===== config.mk =====
export PLATFORM = sky130hd
export DESIGN_NAME = i2cgx_top
export DESIGN_NICKNAME = d
export VERILOG_FILES = /design/src/hw/i2cgx_sync.v /design/src/hw/i2cgx_edge.v /design/src/hw/i2cgx_top.v
export VERILOG_INCLUDE_DIRS = /design/src /design/src/hw
export SDC_FILE = /design/constraint.sdc
export NUM_CORES = 1
export LEC_CHECK = 0
export BUFFER_PORTS_ARGS = -buffer_cell sky130_fd_sc_hd__buf_2
export CAP_MARGIN = 20
export CORE_AREA = 5 5 98 100
export CTS_BUF_LIST = sky130_fd_sc_hd__clkbuf_2
export CTS_CLUSTER_DIAMETER = 40
export DETAILED_ROUTE_END_ITERATION = 12
export DIE_AREA = 0 0 103 105
export GPL_ROUTABILITY_DRIVEN = 1
export PLACE_DENSITY = 0.67
export SYNTH_ARGS = -nofsm -noshare
export SYNTH_HDL_FRONTEND = slang
export SYNTH_SLANG_ARGS = --single-unit

===== constraint.sdc =====
create_clock -name core_clk_i -period 3.5 [get_ports core_clk_i]
set_input_delay 0.7 -clock core_clk_i [delete_from_list [all_inputs] [get_ports core_clk_i]]
set_output_delay 0.7 -clock core_clk_i [all_outputs]
set_load 0.005 [all_outputs]

===== src/hw/i2cgx_defines.vh =====
// Constants of the I2C port expander register bank
`ifndef I2CGX_DEFINES_VH
`define I2CGX_DEFINES_VH
`define I2CGX_CMD_LEVEL 8'h00
`define I2CGX_CMD_LATCH 8'h01
`define I2CGX_CMD_INVERT 8'h02
`define I2CGX_CMD_DIR 8'h03
`define I2CGX_RST_LATCH 8'h00
`define I2CGX_RST_INVERT 8'hF0
`define I2CGX_RST_DIR 8'hFF
`define I2CGX_RST_CMD 8'h00
`define I2CGX_ADDR_FIXED 4'h3
`define I2CGX_BIT_LAST 3'h7
`define I2CGX_ZERO_BYTE 8'h00
`define I2CGX_SYNC_IDLE_CTL 6'h3F
`define I2CGX_SYNC_IDLE_PIN 8'hFF
`endif


===== src/hw/i2cgx_sync.v =====
// Two-stage synchroniser for a bundle of asynchronous inputs
`timescale 1ns/1ps
module i2cgx_sync #(
  parameter WIDTH = 1,
  parameter [WIDTH-1:0] INIT = {WIDTH{1'b1}}
)
(
  input wire core_clk_i,
  input wire rst_n_i,
  input wire [WIDTH-1:0] async_i,
  output reg [WIDTH-1:0] sync_o
);
  reg [WIDTH-1:0] stage_one;
  always @(posedge core_clk_i)
  begin
    if (!rst_n_i)
    begin
      stage_one <= INIT;
      sync_o <= INIT;
    end
    else
    begin
      stage_one <= async_i;
      sync_o <= stage_one;
    end
  end
endmodule


===== src/hw/i2cgx_edge.v =====
// Edge finder for synchronised SCL and SDA; combinational outputs against registered previous samples
`timescale 1ns/1ps
module i2cgx_edge (
  input wire core_clk_i,
  input wire rst_n_i,
  input wire scl_i,
  input wire sda_i,
  output wire scl_rise_o,
  output wire scl_fall_o,
  output wire start_o,
  output wire stop_o
);
  reg scl_prev;
  reg sda_prev;
  always @(posedge core_clk_i)
  begin
    if (!rst_n_i)
    begin
      scl_prev <= 1'b1;
      sda_prev <= 1'b1;
    end
    else
    begin
      scl_prev <= scl_i;
      sda_prev <= sda_i;
    end
  end
  assign scl_rise_o = scl_i & ~scl_prev;
  assign scl_fall_o = ~scl_i & scl_prev;
  // Data edges only count while SCL stays high across both samples
  assign start_o = scl_i & scl_prev & sda_prev & ~sda_i;
  assign stop_o = scl_i & scl_prev & ~sda_prev & sda_i;
endmodule


===== src/hw/i2cgx_top.v =====
// I2C port expander: serial slave, register bank and pin control
// Contract
// - First byte after address is command; 0 input, 1-3 latch, invert, direction.
// - Data written while pointer selects input register is discarded.
// - Input register shows live pin levels regardless of direction.
// - Output pins drive latch bits; input pins ignore latch.
// - Latch read returns stored value, not sensed pin levels.
// - Invert bit one flips the pin level in the input register.
// - Invert resets to F0, latch resets to zero.
// - Direction one is input, zero output; resets all ones.
// - Command pointer persists across reads until a new command.
// - Power-on reset initialises registers and serial state machine.
// - STOP keeps acknowledged bytes, discards a partial byte.
// - Address byte is 0011, three address pins, then read bit.
// - Acknowledge matching address and every written byte.
// - Read continues while master acknowledges; no ack waits for STOP.
// - Reset pin low holds registers and state machine in defaults.
`timescale 1ns/1ps
`include "i2cgx_defines.vh"
module i2cgx_top (
  input wire core_clk_i,
  input wire rst_n_i,
  input wire scl_i,
  input wire sda_i,
  output reg sda_o,
  output reg sda_oe_o,
  input wire reset_pin_n_i,
  input wire addr_pin_low_i,
  input wire addr_pin_mid_i,
  input wire addr_pin_high_i,
  input wire [7:0] pin_i,
  output reg [7:0] pin_o,
  output reg [7:0] pin_oe_o
);
  localparam ST_IDLE = 3'h0;
  localparam ST_ADDR = 3'h1;
  localparam ST_CMD = 3'h2;
  localparam ST_WDATA = 3'h3;
  localparam ST_RDATA = 3'h4;
  localparam ST_WAIT_STOP = 3'h5;
  localparam ST_START = 3'h6;

  wire [5:0] ctl_in;
  wire [5:0] ctl_out;
  wire scl_s;
  wire sda_s;
  wire reset_pin_n_s;
  wire [7:0] pin_s;
  wire [2:0] addr_s;
  wire scl_rise;
  wire scl_fall;
  wire start_cond;
  wire stop_cond;
  wire rst_all_n;

  reg [7:0] output_latch;
  reg [7:0] read_invert_mask;
  reg [7:0] direction_select;
  reg [7:0] cmd_ptr;
  reg [2:0] state;
  reg [2:0] bit_cnt;
  reg [7:0] shift;
  reg ack_phase;
  reg ack_drive;
  reg rd_ack_seen;
  reg [7:0] rd_byte;
  reg [7:0] pin_level_sample;
  reg [7:0] next_rd_byte;

  // Bus lines, reset pin and straps all idle high, so their stages start high
  assign ctl_in = {scl_i, sda_i, reset_pin_n_i, addr_pin_high_i, addr_pin_mid_i,
                   addr_pin_low_i};
  i2cgx_sync #(
    .WIDTH(6),
    .INIT(`I2CGX_SYNC_IDLE_CTL)
  ) u_sync_ctl (
    .core_clk_i(core_clk_i),
    .rst_n_i(rst_n_i),
    .async_i(ctl_in),
    .sync_o(ctl_out)
  );
  // Port levels only feed the input register, so they get a two-stage synchroniser of their own
  i2cgx_sync #(
    .WIDTH(8),
    .INIT(`I2CGX_SYNC_IDLE_PIN)
  ) u_sync_pin (
    .core_clk_i(core_clk_i),
    .rst_n_i(rst_n_i),
    .async_i(pin_i),
    .sync_o(pin_s)
  );
  assign scl_s = ctl_out[5];
  assign sda_s = ctl_out[4];
  assign reset_pin_n_s = ctl_out[3];
  assign addr_s = ctl_out[2:0];

  i2cgx_edge u_edge (
    .core_clk_i(core_clk_i),
    .rst_n_i(rst_n_i),
    .scl_i(scl_s),
    .sda_i(sda_s),
    .scl_rise_o(scl_rise),
    .scl_fall_o(scl_fall),
    .start_o(start_cond),
    .stop_o(stop_cond)
  );

  // Either the core reset or the reset pin holds this module's registers at defaults; the synchronisers and edge finder see only the core reset
  assign rst_all_n = rst_n_i & reset_pin_n_s;

  // Input register view: live pin levels with per-bit inversion
  always @*
  begin
    pin_level_sample = pin_s ^ read_invert_mask;
  end

  always @*
  begin
    if (cmd_ptr == `I2CGX_CMD_LEVEL)
      next_rd_byte = pin_level_sample;
    else if (cmd_ptr == `I2CGX_CMD_LATCH)
      next_rd_byte = output_latch;
    else if (cmd_ptr == `I2CGX_CMD_INVERT)
      next_rd_byte = read_invert_mask;
    else if (cmd_ptr == `I2CGX_CMD_DIR)
      next_rd_byte = direction_select;
    else
      next_rd_byte = `I2CGX_ZERO_BYTE;
  end

  // Serial slave: bits sampled on SCL rise, SDA changed on SCL fall
  always @(posedge core_clk_i)
  begin
    if (!rst_all_n)
    begin
      state <= ST_IDLE;
      bit_cnt <= 3'h0;
      shift <= `I2CGX_ZERO_BYTE;
      ack_phase <= 1'b0;
      ack_drive <= 1'b0;
      rd_ack_seen <= 1'b0;
      rd_byte <= `I2CGX_ZERO_BYTE;
      cmd_ptr <= `I2CGX_RST_CMD;
      output_latch <= `I2CGX_RST_LATCH;
      read_invert_mask <= `I2CGX_RST_INVERT;
      direction_select <= `I2CGX_RST_DIR;
    end
    else if (start_cond)
    begin
      state <= ST_START;
      bit_cnt <= 3'h0;
      ack_phase <= 1'b0;
      ack_drive <= 1'b0;
    end
    else if (stop_cond)
    begin
      // A partial byte is simply dropped; only acked bytes ever wrote
      state <= ST_IDLE;
      ack_phase <= 1'b0;
      ack_drive <= 1'b0;
    end
    else if (scl_rise)
    begin
      if (ack_phase)
      begin
        if (state == ST_RDATA)
          rd_ack_seen <= ~sda_s;
      end
      else if (state != ST_IDLE && state != ST_WAIT_STOP && state != ST_START)
      begin
        shift <= {shift[6:0], sda_s};
      end
    end
    else if (scl_fall)
    begin
      case (state)
        ST_START:
        begin
          // The fall that closes a START is not a data bit
          state <= ST_ADDR;
          bit_cnt <= 3'h0;
        end
        ST_ADDR, ST_CMD, ST_WDATA:
        begin
          if (ack_phase)
          begin
            ack_phase <= 1'b0;
            ack_drive <= 1'b0;
            bit_cnt <= 3'h0;
            if (state == ST_ADDR)
            begin
              if (shift[0])
              begin
                state <= ST_RDATA;
                rd_byte <= next_rd_byte;
              end
              else
                state <= ST_CMD;
            end
            else
              state <= ST_WDATA;
          end
          else if (bit_cnt == `I2CGX_BIT_LAST)
          begin
            bit_cnt <= 3'h0;
            ack_phase <= 1'b1;
            if (state == ST_ADDR)
            begin
              if (shift[7:4] == `I2CGX_ADDR_FIXED && shift[3:1] == addr_s)
                ack_drive <= 1'b1;
              else
                state <= ST_WAIT_STOP;
            end
            else if (state == ST_CMD)
            begin
              cmd_ptr <= shift;
              ack_drive <= 1'b1;
            end
            else
            begin
              ack_drive <= 1'b1;
              // Data commits at the ack phase so a later STOP keeps it
              if (cmd_ptr == `I2CGX_CMD_LATCH)
                output_latch <= shift;
              else if (cmd_ptr == `I2CGX_CMD_INVERT)
                read_invert_mask <= shift;
              else if (cmd_ptr == `I2CGX_CMD_DIR)
                direction_select <= shift;
              else
              begin
                // Input register and undefined codes leave every register alone
                output_latch <= output_latch;
              end
            end
          end
          else
            bit_cnt <= bit_cnt + 3'h1;
        end
        ST_RDATA:
        begin
          if (ack_phase)
          begin
            ack_phase <= 1'b0;
            bit_cnt <= 3'h0;
            if (rd_ack_seen)
              rd_byte <= next_rd_byte;
            else
              state <= ST_WAIT_STOP;
          end
          else if (bit_cnt == `I2CGX_BIT_LAST)
          begin
            ack_phase <= 1'b1;
            rd_ack_seen <= 1'b0;
          end
          else
          begin
            bit_cnt <= bit_cnt + 3'h1;
            rd_byte <= {rd_byte[6:0], 1'b0};
          end
        end
        default:
        begin
          state <= state;
        end
      endcase
    end
  end

  // Open-drain SDA: pull low for ack or a zero data bit
  always @(posedge core_clk_i)
  begin
    if (!rst_all_n)
    begin
      sda_o <= 1'b0;
      sda_oe_o <= 1'b0;
    end
    else
    begin
      sda_o <= 1'b0;
      if (state == ST_RDATA && !ack_phase)
        sda_oe_o <= ~rd_byte[7];
      else
        sda_oe_o <= ack_drive & ack_phase;
    end
  end

  // Pin drivers follow direction and latch one cycle later
  always @(posedge core_clk_i)
  begin
    if (!rst_all_n)
    begin
      pin_o <= `I2CGX_RST_LATCH;
      pin_oe_o <= `I2CGX_ZERO_BYTE;
    end
    else
    begin
      pin_o <= output_latch;
      pin_oe_o <= ~direction_select;
    end
  end
endmodule


==> flow_summary.yaml <==
routing:
  avgViaCountPerCell: 5.288
  wl_per_cell_um: 14.58
  drc: 0
  firstDrtPassIters: 4
  postRouteAntennaNets: 0
  drt_iter0_drc: 200
  drt-total-wl_mm: 8.254
  num_vias: 2993
sta:
  fin_crit_sh: 0.6650
  fin_skew_ns: 0.01878
  drv_slew: 0
  relSlewSlack: 0.4831
  layout_min_cycle_time_ns: 2.327
  rsz0062_at_grt: "false"
  setup_tns_ns: 0
  tightest_slew_ns: 0.7742
  hold_viol_final: 0
  setup_violations: 0
  max_freq_mhz: 429.7
floorplan:
  rows: 34
  dieArea_sq_um: 10820
  die_w_um: 103
  fp.dieH_um: 105
  core_sq_um: 8593
  ios: 34
  initial_core_util: 0.4856
power_and_ir_drop:
  p_sw_frac: 0.2331
  sequentialPowerShare: 0.666
  combPwrFrac: 0.044
  p_per_area_nw_per_um2: 407.5
  p_int_mw: 1.398
  ir_drop_uv: 213.4
  p_leak_nw: 1.817
  clockPowerShare: 0.291
  switchingPower_mw: 0.4250
final_layout:
  final_util: 0.5207
  area_delta_synth_final_pct: 7.226
  drive_gt1_frac: 0.1354
  final_common_cell: "dfxtp_1"
  nNetsFinal: 476
  layout_common_cells: "dfxtp_1, nand2b_1, nand2_1"
  num_antenna_cells: 0
  fillers: 815
cts:
  clk_latency_ns: 0.53
  htreeDepth: 3
  cts_buffers: 9
  cts_tree: "yes"
  clockBufferDepth: 2
  cts_setup_buffers: 0
  clock_sinks: 104
  cts_root_buf: "clkbuf_2"
  cts_hold_buf: 0
  clk_pin_slew_ns: 0.25
  postCtsResizedCells: 0
critical_path:
  crit_family: "simple AND/OR/NAND/NOR gates"
  critPathKind: "flop to flop"
  slowest_stage: "dfxtp_1"
  crit_buf_inv: 0
  cp_max_fo: 16
  cp_slowest_stage_delay_ns: 0.76
  critical_path_required_ns: 3.99
  arrival_ns: 2.82
  critPathCaptureType: "flop"
  start_kind: "flop"
  path_cells: "or3b_1 > nor2_4 > nand2_1 > a31oi_2 > a22o_1"
global_route:
  gr-usage-all-layers: 0.1618
  grt_pass1_wl_mm: 13.87
  antenna_found_initial: 0
  grt_max_degree: 42
  grt_pass1_vias: 2738
  gr-total-overflow: 0
synthesis:
  syn-mean-instance-area_sq_um: 9.549
  synth.ff_latch_count: 104
  syn_inst: 437
  syn_nets: 459
  syn_area_sq_um: 4173
  synth_ff_type: "dfxtp_1"
  seq_area_frac_synth: 0.4990
  yosys_warnings: 0
  synth-async-reset-ratio: 0
  synth_edf_count: 0
  synth_cell_types: 54
placement:
  dp_hpwl_mm: 5.720
  port_buffers: 32
  place_congestion: 0.8700
status:
  outcome: "complete, no violations"
worst_hold_path:
  min_path_type: "input pin to flop"
run:
  cap_violations: 0
## power by group through the flow
| stage | sequential, mW | combinational [mW] | clock [mW] |
|---|---|---|---|
| after floorplan | 1.23 | 0.0596 | 0 |
| after global placement | 1.24 | 0.0781 | 0 |
| after detailed placement | 1.24 | 0.0796 | 0 |
| after CTS | 1.21 | 0.0796 | 0.558 |
| after global routing | 1.22 | 0.0881 | 0.601 |
| final | 1.21 | 0.0793 | 0.531 |
## registers in the layout, indices dropped and copies added (netlist names), 8 cells and up
name and count:
u_sync_pin.sync_o 8, read_invert_mask 8, pin_o 8, cmd_ptr 8, output_latch 8, u_sync_pin.stage_one 8, shift 8, direction_select 8
pin_oe_o 8, rd_byte 8
## metal layers
layer / vias to the layer above / track usage / share of wire
met5: - / 0 / 0
met4: 0 / 0.05643 / 0.011
met3: 9 / 0.04131 / 0.057
met2: 75 / 0.2397 / 0.46
met1: 1391 / 0.2275 / 0.47
li1: 1518 / - / -
## cell families after synthesis
| group | after synthesis | share of synthesized area |
|---|---|---|
| and+or+nand+nor | 165 | 0.2066 |
| DFF | 104 | 0.4990 |
| AOI/OAI and AO/OA | 69 | 0.1131 |
| muxes | 39 | 0.09535 |
| buffers and inverters | 39 | 0.03778 |
| xor gates and xnor gates | 14 | 0.02939 |
| adders and majority gates | 6 | 0.01799 |
| other | 1 | 0.0008987 |
## cell type report
| class | count | area, sq um | share of cell area |
|---|---|---|---|
| Timing Repair Buffer | 34 | 175.2 | 0.03915 |
| Clock buffer | 10 | 50.05 | 0.01119 |
| Inverter | 11 | 41.29 | 0.009228 |
| Sequential cell | 104 | 2082 | 0.4653 |
| Multi-Input combinational cell | 294 | 1933 | 0.4320 |
| Clock inverter | 5 | 57.56 | 0.01286 |
| Tap cell | 108 | 135.1 | 0.03020 |
## synth_stat cells (2+ instances only)
| library cell | n | area share |
|---|---|---|
| or4_1 | 2 | 0.0036 |
| mux2i_1 | 33 | 0.079 |
| nor3b_1 | 2 | 0.0036 |
| inv_1 | 11 | 0.0099 |
| nand3_1 | 3 | 0.0036 |
| a21oi_1 | 18 | 0.022 |
| xnor2_1 | 8 | 0.017 |
| dfxtp_1 | 104 | 0.50 |
| nor3_1 | 12 | 0.014 |
| and3_1 | 10 | 0.015 |
| and2_1 | 2 | 0.0030 |
| nor4_1 | 2 | 0.0030 |
| nand2b_1 | 42 | 0.063 |
| a31o_2 | 2 | 0.0042 |
| a211oi_1 | 3 | 0.0054 |
| xor2_1 | 6 | 0.013 |
| a22o_1 | 8 | 0.017 |
| nand2_1 | 39 | 0.035 |
| nor2_1 | 37 | 0.033 |
| mux2_2 | 6 | 0.016 |
| buf_2 | 3 | 0.0036 |
| clkbuf_1 | 23 | 0.021 |
| nor2b_1 | 3 | 0.0045 |
| and4b_1 | 2 | 0.0048 |
| buf_4 | 2 | 0.0036 |
| ha_1 | 6 | 0.018 |
| a21o_1 | 2 | 0.0036 |
| o21ai_0 | 20 | 0.024 |
## final timing paths
check                                startpoint                                  to  slack (ns)  cells past startpoint
max                       state[2]$_SDFFE_PN0P_             rd_byte[3]$_SDFFE_PN0P_        1.17                      5
min                               reset_pin_n_i  u_sync_ctl.stage_one[3]$_SDFF_PN1_        0.32                      2
max reg2reg               state[2]$_SDFFE_PN0P_             rd_byte[3]$_SDFFE_PN0P_        1.17                      5
min reg2reg  u_sync_ctl.stage_one[4]$_SDFF_PN1_     u_sync_ctl.sync_o[4]$_SDFF_PN1_        0.42                      1
## metrics by stage
step / cell area (sq um) / worst slack [ns] / cells / hold WS [ns] / power, mW
finish: 4474 / 1.173 / 566 / 0.3151 / 1.823
global route: 4474 / 0.8308 / 566 / 0.2293 / 1.907
CTS: 4474 / 1.161 / 566 / 0.2384 / 1.851
detailed placement: 4367 / 1.237 / 551 / 0.3909 / 1.315
global placement: 4367 / 1.265 / 551 / 0.3895 / 1.313
floorplan: 4173 / 1.558 / 437 / 0.3863 / 1.290
Power figures use the tool's default switching activity.
